--- config.mk ---
export PLATFORM = sky130hd
export DESIGN_NAME = flash_bus_host
export DESIGN_NICKNAME = d
export VERILOG_FILES = /design/src/hw/flash_host_pkg.sv /design/src/hw/flash_bus_host.sv
export SDC_FILE = /design/constraint.sdc
export NUM_CORES = 1
export LEC_CHECK = 0
export BUFFER_PORTS_ARGS = -buffer_cell sky130_fd_sc_hd__buf_2
export CORE_UTILIZATION = 46
export CTS_CLUSTER_SIZE = 28
export DETAILED_ROUTE_END_ITERATION = 7
export GPL_ROUTABILITY_DRIVEN = 0
export GPL_TIMING_DRIVEN = 0
export PLACE_DENSITY = 0.78
export SLEW_MARGIN = 0
export SYNTH_ARGS = -nofsm -noshare
export SYNTH_HDL_FRONTEND = slang
export SYNTH_SLANG_ARGS = --single-unit
--- constraint.sdc ---
create_clock -name mclk -period 2.7 [get_ports mclk]
set_input_delay 0.135 -clock mclk [delete_from_list [all_inputs] [get_ports mclk]]
set_output_delay 0.135 -clock mclk [all_outputs]
set_load 0.005 [all_outputs]
--- src/hw/flash_host_pkg.sv ---
// Package for the flash bus host controller: command codes, pin widths,
// software register map and timing counts.
// Assumes a 250 MHz system clock and a boot-block parallel flash on the pins.
package flash_host_pkg;
	// Pin widths
	localparam int ADDR_W = 18;
	localparam int DATA_W = 16;
	// Flash command codes
	localparam logic [7:0] CMD_INVALID = 8'h00;
	localparam logic [7:0] CMD_ALT_PROG = 8'h10;
	localparam logic [7:0] CMD_ERASE_SETUP = 8'h20;
	localparam logic [7:0] CMD_PROG_SETUP = 8'h40;
	localparam logic [7:0] CMD_CLEAR_STATUS = 8'h50;
	localparam logic [7:0] CMD_READ_STATUS = 8'h70;
	localparam logic [7:0] CMD_READ_ID = 8'h90;
	localparam logic [7:0] CMD_ERASE_SUSPEND = 8'hb0;
	localparam logic [7:0] CMD_CONFIRM = 8'hd0;
	localparam logic [7:0] CMD_READ_ARRAY = 8'hff;
	// Identifier locations
	localparam logic [ADDR_W-1:0] ID_MAKER_ADDR = 18'h00000;
	localparam logic [ADDR_W-1:0] ID_PART_ADDR = 18'h00001;
	// Flash status bits
	localparam int SR_READY_BIT = 7;
	localparam int SR_ERASE_ERR_BIT = 5;
	localparam int SR_PROG_ERR_BIT = 4;
	// Software register offsets
	localparam logic [3:0] REG_CTRL = 4'h0;
	localparam logic [3:0] REG_ADDR = 4'h1;
	localparam logic [3:0] REG_WDATA = 4'h2;
	localparam logic [3:0] REG_GO = 4'h3;
	localparam logic [3:0] REG_RDATA = 4'h4;
	localparam logic [3:0] REG_STATUS = 4'h5;
	// Control fields
	localparam int CTRL_RESET_BIT = 0;
	localparam int CTRL_BYTE_BIT = 1;
	localparam int CTRL_VPP_BIT = 2;
	localparam int CTRL_UNLOCK_BIT = 3;
	localparam int CTRL_IDPIN_BIT = 4;
	localparam logic [4:0] CTRL_RESET_VAL = 5'h01;
	// GO fields: bit 0 write, bit 1 read
	localparam int GO_WRITE_BIT = 0;
	localparam int GO_READ_BIT = 1;
	// Timing in ns and derived cycles
	localparam int CLK_NS = 4;
	localparam int ACCESS_NS = 90;
	localparam int WE_PULSE_NS = 50;
	localparam int RP_LOW_NS = 100;
	localparam int ACCESS_CYC = (ACCESS_NS + CLK_NS - 1) / CLK_NS;
	localparam int WE_CYC = (WE_PULSE_NS + CLK_NS - 1) / CLK_NS;
	localparam int RP_CYC = (RP_LOW_NS + CLK_NS - 1) / CLK_NS;
	localparam int CNT_W = 6;

	// Pin bundle towards the flash
	typedef struct packed {
		logic ce_n;
		logic oe_n;
		logic we_n;
		logic byte_n;
		logic vpp_high;
		logic boot_unlock_voltage;
		logic id_select_voltage;
		logic [ADDR_W-1:0] addr;
	} flash_ctl_s;

	typedef enum logic [2:0] {
		ST_IDLE = 3'b000,
		ST_WR = 3'b001,
		ST_WR_HOLD = 3'b010,
		ST_RD = 3'b011,
		ST_RD_DONE = 3'b100,
		ST_PD = 3'b101
	} bus_state_e;
endpackage

--- src/hw/flash_bus_host.sv ---
// Function
// - Reads assert reset high, chip select low, output enable low together.
// - Commands are writes with chip select, write enable low, output high.
// - Host must write array-read to leave identifier mode.
// - Flash reset/power-down follows the host logic reset; here it is also entered when software clears the CTRL reset bit.
//
// Host side controller for a boot-block parallel flash. Software orders
// single write or read cycles through a small register port.
// Assumes the flash data pins are resolved outside from the enables.
`timescale 1ns/1ps
module flash_bus_host
	import flash_host_pkg::*;
(
	input wire logic mclk,
	input wire logic reset,
	input wire logic [3:0] reg_addr,
	input wire logic [31:0] reg_wdata,
	input wire logic reg_write,
	input wire logic reg_read,
	output logic [31:0] reg_rdata,
	output flash_ctl_s flash_ctl,
	output logic reset_powerdown_n,
	input wire logic [DATA_W-1:0] data_pins_in,
	output logic [DATA_W-1:0] data_pins_out,
	output logic [DATA_W-1:0] data_pins_oe_n
);

	bus_state_e state_q;
	logic [4:0] ctrl_q;
	logic [ADDR_W-1:0] addr_q;
	logic [DATA_W-1:0] wdata_q;
	logic [DATA_W-1:0] rdata_q;
	logic [CNT_W-1:0] cnt_q;
	logic [7:0] last_cmd_q;
	logic busy_flag_q;
	logic pd_done_q;

	// Register decode used by the write path and the GO decode
	function automatic logic hit(input logic [3:0] a, input logic [3:0] r);
		return a == r;
	endfunction

	wire logic busy = (state_q != ST_IDLE);
	wire logic go_wr = reg_write && hit(reg_addr, REG_GO) && reg_wdata[GO_WRITE_BIT] && !busy;
	wire logic go_rd = reg_write && hit(reg_addr, REG_GO) && reg_wdata[GO_READ_BIT]
		&& !reg_wdata[GO_WRITE_BIT] && !busy;

	// Software control register; power-down request enters its own state
	always_ff @(posedge mclk or posedge reset) begin
		if (reset) begin
			ctrl_q <= CTRL_RESET_VAL;
			addr_q <= '0;
			wdata_q <= '0;
		end else if (reg_write) begin
			if (hit(reg_addr, REG_CTRL))
				ctrl_q <= reg_wdata[4:0];
			if (hit(reg_addr, REG_ADDR))
				addr_q <= reg_wdata[ADDR_W-1:0];
			if (hit(reg_addr, REG_WDATA))
				wdata_q <= reg_wdata[DATA_W-1:0];
		end
	end

	// Bus cycle sequencer
	always_ff @(posedge mclk or posedge reset) begin
		if (reset) begin
			state_q <= ST_PD;
			cnt_q <= '0;
		end else begin
			case (state_q)
				ST_IDLE: begin
					cnt_q <= '0;
					if (!ctrl_q[CTRL_RESET_BIT])
						state_q <= ST_PD;
					else if (go_wr)
						state_q <= ST_WR;
					else if (go_rd)
						state_q <= ST_RD;
				end
				ST_WR: begin
					cnt_q <= cnt_q + 1'b1;
					if (cnt_q == CNT_W'(WE_CYC - 1)) begin
						state_q <= ST_WR_HOLD;
						cnt_q <= '0;
					end
				end
				ST_WR_HOLD: state_q <= ST_IDLE;
				ST_RD: begin
					cnt_q <= cnt_q + 1'b1;
					if (cnt_q == CNT_W'(ACCESS_CYC - 1))
						state_q <= ST_RD_DONE;
				end
				ST_RD_DONE: state_q <= ST_IDLE;
				ST_PD: begin
					if (cnt_q != CNT_W'(RP_CYC))
						cnt_q <= cnt_q + 1'b1;
					else if (ctrl_q[CTRL_RESET_BIT]) begin
						state_q <= ST_IDLE;
						cnt_q <= '0;
					end
				end
				default: state_q <= ST_IDLE;
			endcase
		end
	end

	// Capture read data at the end of the access time
	always_ff @(posedge mclk or posedge reset) begin
		if (reset)
			rdata_q <= '0;
		else if (state_q == ST_RD && cnt_q == CNT_W'(ACCESS_CYC - 1))
			rdata_q <= ctrl_q[CTRL_BYTE_BIT] ? {8'h00, data_pins_in[7:0]} : data_pins_in;
	end

	// Track last command and whether a program or erase may be running
	always_ff @(posedge mclk or posedge reset) begin
		if (reset) begin
			last_cmd_q <= CMD_READ_ARRAY;
			busy_flag_q <= 1'b0;
		end else if (state_q == ST_PD) begin
			last_cmd_q <= CMD_READ_ARRAY;
			busy_flag_q <= 1'b0;
		end else if (state_q == ST_WR_HOLD) begin
			last_cmd_q <= wdata_q[7:0];
			if ((last_cmd_q == CMD_PROG_SETUP || last_cmd_q == CMD_ALT_PROG
				|| (last_cmd_q == CMD_ERASE_SETUP && wdata_q[7:0] == CMD_CONFIRM))
				&& ctrl_q[CTRL_VPP_BIT])
				busy_flag_q <= 1'b1;
		end else if (state_q == ST_RD_DONE && last_cmd_q == CMD_READ_STATUS
			&& rdata_q[SR_READY_BIT])
			busy_flag_q <= 1'b0;
	end

	// Pins: levels from register flops, strobes and reset/power-down decoded from state
	always_comb begin
		flash_ctl.ce_n = !(state_q == ST_WR || state_q == ST_WR_HOLD || state_q == ST_RD);
		flash_ctl.oe_n = !(state_q == ST_RD);
		flash_ctl.we_n = !(state_q == ST_WR);
		flash_ctl.byte_n = !ctrl_q[CTRL_BYTE_BIT];
		flash_ctl.vpp_high = ctrl_q[CTRL_VPP_BIT];
		flash_ctl.boot_unlock_voltage = ctrl_q[CTRL_UNLOCK_BIT];
		flash_ctl.id_select_voltage = ctrl_q[CTRL_IDPIN_BIT];
		flash_ctl.addr = addr_q;
		reset_powerdown_n = (state_q != ST_PD);
	end

	// Data pins: driven in write cycles, plus the top pin in byte-mode reads; top pin carries byte address
	always_comb begin
		data_pins_out = wdata_q;
		data_pins_oe_n = '1;
		if (state_q == ST_WR || state_q == ST_WR_HOLD) begin
			data_pins_oe_n = ctrl_q[CTRL_BYTE_BIT] ? 16'h7f00 : 16'h0000;
		end else if (state_q == ST_RD && ctrl_q[CTRL_BYTE_BIT]) begin
			data_pins_oe_n = 16'h7fff;
		end
		if (ctrl_q[CTRL_BYTE_BIT])
			data_pins_out[15] = addr_q[0];
	end

	// Power-down completion flag for software
	always_ff @(posedge mclk or posedge reset) begin
		if (reset)
			pd_done_q <= 1'b0;
		else
			pd_done_q <= (state_q != ST_PD);
	end

	// Register read port, data one cycle after the strobe
	always_ff @(posedge mclk or posedge reset) begin
		if (reset)
			reg_rdata <= '0;
		else if (reg_read) begin
			case (reg_addr)
				REG_CTRL: reg_rdata <= {27'h0, ctrl_q};
				REG_ADDR: reg_rdata <= {14'h0, addr_q};
				REG_WDATA: reg_rdata <= {16'h0, wdata_q};
				REG_RDATA: reg_rdata <= {16'h0, rdata_q};
				REG_STATUS: reg_rdata <= {20'h0, last_cmd_q, 1'b0, pd_done_q, busy_flag_q, busy};
				default: reg_rdata <= 32'h0;
			endcase
		end else
			reg_rdata <= 32'h0;
	end

	// Assertions
	a_read_needs_enables: assert property (@(posedge mclk) disable iff (reset)
		!flash_ctl.oe_n |-> (!flash_ctl.ce_n && reset_powerdown_n && flash_ctl.we_n))
		else $error("read without chip select or reset high");
	a_oe_high_float: assert property (@(posedge mclk) disable iff (reset)
		!flash_ctl.oe_n |-> (data_pins_oe_n[7:0] == 8'hff))
		else $error("host drives data during read");
	a_write_shape: assert property (@(posedge mclk) disable iff (reset)
		!flash_ctl.we_n |-> (flash_ctl.oe_n && !flash_ctl.ce_n && data_pins_oe_n[7:0] == 8'h00))
		else $error("bad write cycle");
	a_we_pulse_len: assert property (@(posedge mclk) disable iff (reset)
		$fell(flash_ctl.we_n) |-> !flash_ctl.we_n [*8] ##1 !flash_ctl.we_n [*5] ##1 flash_ctl.we_n)
		else $error("write pulse length wrong");
	a_standby_idle: assert property (@(posedge mclk) disable iff (reset)
		flash_ctl.ce_n |-> (flash_ctl.oe_n && flash_ctl.we_n))
		else $error("strobes active while deselected");
	a_pd_floats: assert property (@(posedge mclk) disable iff (reset)
		!reset_powerdown_n |-> (flash_ctl.ce_n && data_pins_oe_n == 16'hffff))
		else $error("pins active in power-down");
	a_byte_mid_float: assert property (@(posedge mclk) disable iff (reset)
		ctrl_q[CTRL_BYTE_BIT] |-> (data_pins_oe_n[14:8] == 7'h7f))
		else $error("middle byte driven in byte mode");
	a_read_captures: assert property (@(posedge mclk) disable iff (reset)
		$fell(flash_ctl.oe_n) |-> ##(ACCESS_CYC) (state_q == ST_RD_DONE))
		else $error("read not finished on time");
	a_cmd_latched: assert property (@(posedge mclk) disable iff (reset)
		(state_q == ST_WR_HOLD) |=> (last_cmd_q == $past(wdata_q[7:0])))
		else $error("command not recorded");
	c_write_cycle: cover property (@(posedge mclk) disable iff (reset) state_q == ST_WR_HOLD);
	c_read_cycle: cover property (@(posedge mclk) disable iff (reset) state_q == ST_RD_DONE);
	c_power_down: cover property (@(posedge mclk) disable iff (reset) $rose(reset_powerdown_n));

endmodule

## Word-level counts from Yosys, hierarchy flattened

Index checks and enable logic that the tools add are counted.

- Multiply operators: 0
- Reduce and logical (&&, ||, !) cells: 34
- Equal/unequal tests: 26
- Divide/modulo/power cells: 0
- Bitwise logic cells: 0
- Mux-type cells: 25
- Shifts and indexed selects: 0
- Magnitude comparators: 0
- Add/subtract/negate cells: 1

Operator list:

| cell | number |
|---|---|
| 18-bit one-hot mux with 5 select lines | 1 |
| 16-bit 2-to-1 mux | 3 |
| 32-bit 2-to-1 mux | 1 |
| 6-bit one-hot mux with 4 select lines | 1 |
| 3-bit 2-to-1 mux | 7 |
| 6-bit 2-to-1 mux | 3 |
| 8-bit by 7-bit equality test with 1-bit output (second input constant) | 2 |
| 8-bit 2-to-1 mux | 2 |
| 15-bit 2-to-1 mux | 1 |
| 1-bit logical AND | 12 |
| 3-bit one-hot mux with 4 select lines | 1 |
| 2-bit AND reduction | 5 |
| 4-bit by 2-bit equality test with 1-bit output (second input constant) | 2 |
| 4-bit by 3-bit equality test with 1-bit output (second input constant) | 2 |
| 8-bit by 5-bit equality test with 1-bit output (second input constant) | 1 |
| 8-bit by 6-bit equality test with 1-bit output (second input constant) | 1 |
| 8-bit equality test (second input constant) | 1 |
| 2-bit != test (second input constant) | 4 |
| 6-bit by 1-bit adder with 6-bit output (second input constant) | 1 |
| 3-bit by 2-bit equality test with 1-bit output (second input constant) | 2 |
| 3-bit equality test (second input constant) | 2 |
| 6-bit by 4-bit equality test with 1-bit output (second input constant) | 1 |
| 6-bit by 5-bit equality test with 1-bit output (second input constant) | 1 |
| 1-bit zero test | 6 |
| other kinds (14) | 23 |

- Memory bits (writable): 0
- Bits in latches: 0
- Input bits: 56
- Memories: 0
- Memory bits (read-only): 0
- Register bits after elaboration: 106
- Logic and storage cells: 96

## Logic depth before layout (Yosys ltp)

- Word-level depth: 9
- Mapped depth: 8
- Mapped depth without buffers: 7

## Worst setup path after synthesis

No wires, ideal clock.

- Path type: register to register
- From: register cnt_q[0]
- To: register rdata_q[15]
- Slack: 981 ps
- Arrival time: 1653 ps
- Cell stages (with the launch flop): 9
- Period minus slack after synthesis: 1719 ps
- Required time: 2635 ps
- Cell sequence: dfrtp_1 inv_1 ha_1 nand2_1 or3_1 nor2_2 buf_2 nand3_1 nand2_1

- Cells in the longest elaborated chain, start to end: 2

RTL lines:

| element | line | source |
|---|---|---|
| from (decl) | flash_bus_host.sv:33 | `logic [CNT_W-1:0] cnt_q;` |
| from (signal assigned) | flash_bus_host.sv:81 | `cnt_q <= cnt_q + 1'b1;` |
| from (signal assigned) | flash_bus_host.sv:89 | `cnt_q <= cnt_q + 1'b1;` |
| from (signal assigned) | flash_bus_host.sv:96 | `cnt_q <= cnt_q + 1'b1;` |
| 6-bit by 5-bit equality test with 1-bit output | flash_bus_host.sv:111 | `else if (state_q == ST_RD && cnt_q == CNT_W'(ACCESS_CYC - 1))` |
| 1-bit logical AND | flash_bus_host.sv:111 |  |
| to (signal assigned) | flash_bus_host.sv:112 | `rdata_q <= ctrl_q[CTRL_BYTE_BIT] ? {8'h00, data_pins_in[7:0]} : data_pins_in;` |
| to (decl) | flash_bus_host.sv:32 | `logic [DATA_W-1:0] rdata_q;` |

Every way passes these cells.
A chain may end at the register's enable or synchronous reset.

## Final worst setup path

- From: register state_q[0]
- To: output data_pins_oe_n[11]

- Cells in the longest elaborated chain, start to end: 3

RTL lines:

| element | line | source |
|---|---|---|
| from (decl) | flash_bus_host.sv:28 | `bus_state_e state_q;` |
| from (signal assigned) | flash_bus_host.sv:67 | `state_q <= ST_PD;` |
| from (signal assigned) | flash_bus_host.sv:74 | `state_q <= ST_PD;` |
| from (signal assigned) | flash_bus_host.sv:76 | `state_q <= ST_WR;` |
| 3-bit by 1-bit equality test with 1-bit output or 3-bit by 2-bit equality test with 1-bit output (tied branches) | flash_bus_host.sv:151 | `if (state_q == ST_WR \|\| state_q == ST_WR_HOLD) begin` |
| 1-bit logical OR * | flash_bus_host.sv:151 |  |
| 16-bit 2-to-1 mux * | flash_bus_host.sv:151 |  |
| to (decl) | flash_bus_host.sv:25 | `output logic [DATA_W-1:0] data_pins_oe_n` |

Mark *: on every way between the ends. The rest lies on a longest branch, timed or not.

==> out/metrics.cfg <==
[outcome]
status=finished, final reports clean

[drt]
postRouteAntennaNets=0
wl_mm=11.85
vias=3808
routedWlPerCell_um=16.44
drt_iter0_drc=242
firstDrtPassIters=7
drc=0
via_per_inst=5.282

[setup_path]
reg2regPathDepth=8
cp-startpoint=state_q[0]$_DFFE_PP1P_
worstSetupStartpointType=flop
crit_arrival_ns=2.19
cp_cell_sequence=clkbuf_1 > nand2b_1 > a21oi_1 > nand2_1 > buf_4 > buf_2
crit_slowest_cell=dfstp_2
worst_path_largest_cell_delay_ns=0.55
reg2reg_slack_ns=0.71
crit_buf_inv=3
cp_num_cells=6
endpoint=data_pins_oe_n[11]
r2r-start=cnt_q[0]$_DFFE_PP0P_
worst_setup_path_end_kind=output port
critPathMaxFanout=10
worstReg2RegEnd=rdata_q[8]$_DFFE_PP0P_
worstSetupPathType=reg -> out
worstPathRequired_ns=2.57
critPathTopFamily=buffers and inverters

[power]
powerDensity_nw_per_um2=757.7
power.leakage_nw=2.818
vdd_ir_drop_max_mv=0.5239

[sta]
fmax_ghz=0.4298
period_minus_slack_ns=2.327
hold_viol=0
slew_headroom_pct=31.33
layout_setup_ws_ns=0.3734
setup_viol=0
period_share_pct=86.17
worst_pin_slew_ns=1.022
slew_viol_final=0
final.setup.tns_ns=0
hold_ws_ns=0.006407
grt_setup_unrepaired=false
skew_ns=0.008248

[synth]
synth_cell_types=53
synth_area_sq_um=4573
synth_edf_count=0
yosysMostFrequentCell=dfrtp_1
synth_top_cell_area_share_pct=44.32
synth_area_per_cell_sq_um=10.76
synth_seq_cells=92
ys.flop_type=dfrtp_1
synth_area_leader_cell=dfrtp_1
synth_cells=425
async_flop_share_pct=100.0
ys.warnings.count=0
synth_commonest_cells=dfrtp_1 (81), nand2_1 (65), buf_4 (45)
ys_top_cells_by_area=dfrtp_1 (44%), buf_4 (7.4%), mux2_2 (7.4%), dfstp_2 (6.3%), nand2_1 (5.3%)
ys_seq_area_share_pct=50.64

[final_layout]
layout-drive-gt1-share_pct=41.67
fin_nets=643
area_growth_pct=25.91
final_core_util_pct=59.46
antennaDiodeCount=0

[floorplan]
dieArea_sq_um=10340
fp-row-count=36
io_pins=146
fp.dieH_um=101.7
core_area_sq_um=9684
dieWidth_um=101.7
start_util_pct=47.22

[global_route]
grtUsageMet3_pct=3.589
overflow=0
grt_max_degree=53
use_met2_pct=36.54
grt_pass1_vias=3463
use_met1_pct=33.06
grt_pass1_wl_mm=18.14
grt_busiest_layer=met2
antenna_found_initial=0
grt.total_usage_pct=23.25

[clock_network]
htreeDepth=3
root_buffer=clkbuf_8
cts_resized=0
cts_inserted_buffers=9
cts_tree=yes
cts_max_path_buffers=2
clock-sinks=92
clock_latency_ns=0.36
path_clk_slew_ns=0.10

[run]
maxCapViolCount=0

[placement]
dp_hpwl_mm=8.647
numPortBuffers=115
pre_cts_slack_ns=0.7421

[worst_hold_path]
min_path_type=in -> reg

[logic make-up after synthesis]
group | share of synthesized area [%]
xor gates and xnor gates | 0.1916
DFF | 50.64
and+or+nand+nor | 15.62
muxes | 11.33
adders and majority gates | 1.094
AOI/OAI and AO/OA | 11.00
other | 0.08200
buffers and inverters | 10.04
[layout by cell type, fill, tap and decap left out, drive strengths merged, types with 4 or more instances in the layout]
cell / Yosys / final
a21oi: 18 / 18
a222oi: 12 / 12
a22oi: 12 / 12
and3: 4 / 4
buf: 54 / 170
clkbuf: 8 / 18
conb: 1 / 14
dfrtp: 81 / 81
dfstp: 11 / 11
dlygate4sd3: 0 / 18
ha: 4 / 4
inv: 8 / 12
mux2: 40 / 40
nand2: 67 / 67
nand2b: 6 / 6
nand3: 12 / 12
nor2: 17 / 17
nor3: 7 / 7
nor3b: 7 / 7
nor4: 5 / 5
o21ai: 17 / 17
[metal layers]
layer | vias up | share of wire [%]
met5 | - | 0
met4 | 0 | 1.1
met3 | 15 | 7.0
met2 | 184 | 48
met1 | 1835 | 44
li1 | 1774 | -
[sequential cells by signal (all words and copies together) (netlist names)]
register,count
addr_q,18
reg_rdata,18
rdata_q,16
wdata_q,16
last_cmd_q,8
cnt_q,6
ctrl_q,5
state_q,3
busy_flag_q,1
pd_done_q,1
[how the worst min path moves through the flow]
stage                     from                endpoint  cells after the start
2_1_floorplan  data_pins_in[0]  rdata_q[0]$_DFFE_PP0P_                      2
3_3_place_gp   data_pins_in[5]  rdata_q[5]$_DFFE_PP0P_                      3
3_5_place_dp             reset  wdata_q[4]$_DFFE_PP0P_                      2
4_1_cts        data_pins_in[9]  rdata_q[9]$_DFFE_PP0P_                      3
5_1_grt        data_pins_in[9]  rdata_q[9]$_DFFE_PP0P_                      3
6_report       data_pins_in[9]  rdata_q[9]$_DFFE_PP0P_                      3
[worst register-to-register path, delay by kind of cell, from the launching register on]
kind                     cells  cell delay, ns
AND/OR/NAND/NOR              5            0.96
flip-flops                   1            0.42
buffers and inverters        2            0.40
adder cells (fa/ha/maj)      1            0.15
[cell type report]
class	count	area, sq um
Timing Repair Buffer	134	783.3
Inverter	9	36.28
Sequential cell	92	2316
Tap cell	133	166.4
Multi-Input combinational cell	275	1847
Fill cell	818	3926
Clock buffer	10	127.6
Clock inverter	6	56.30
Buffer	62	425.4
[repair_timing]
item | in CTS | in global routing
setup buffers | 0 | 0
hold endpoints to repair | 53 | 1
hold buffers | 17 | 1
[stage by stage]
stage                     cell area [sq um]  std cells  total power, mW
final                                  5758        721            4.363
after global routing                   5758        721            4.659
after CTS                              5748        720            4.373
after detailed placement               5394        687            3.477
after global placement                 5364        686            3.416
after floorplan                        4622        438            2.878
[report_power, final]
part           switching [mW]  internal, mW
Sequential              0.272          1.65
Combinational           0.710         0.842
Clock                   0.530         0.356
Total                    1.51          2.85
Power figures use the tool's default switching activity.
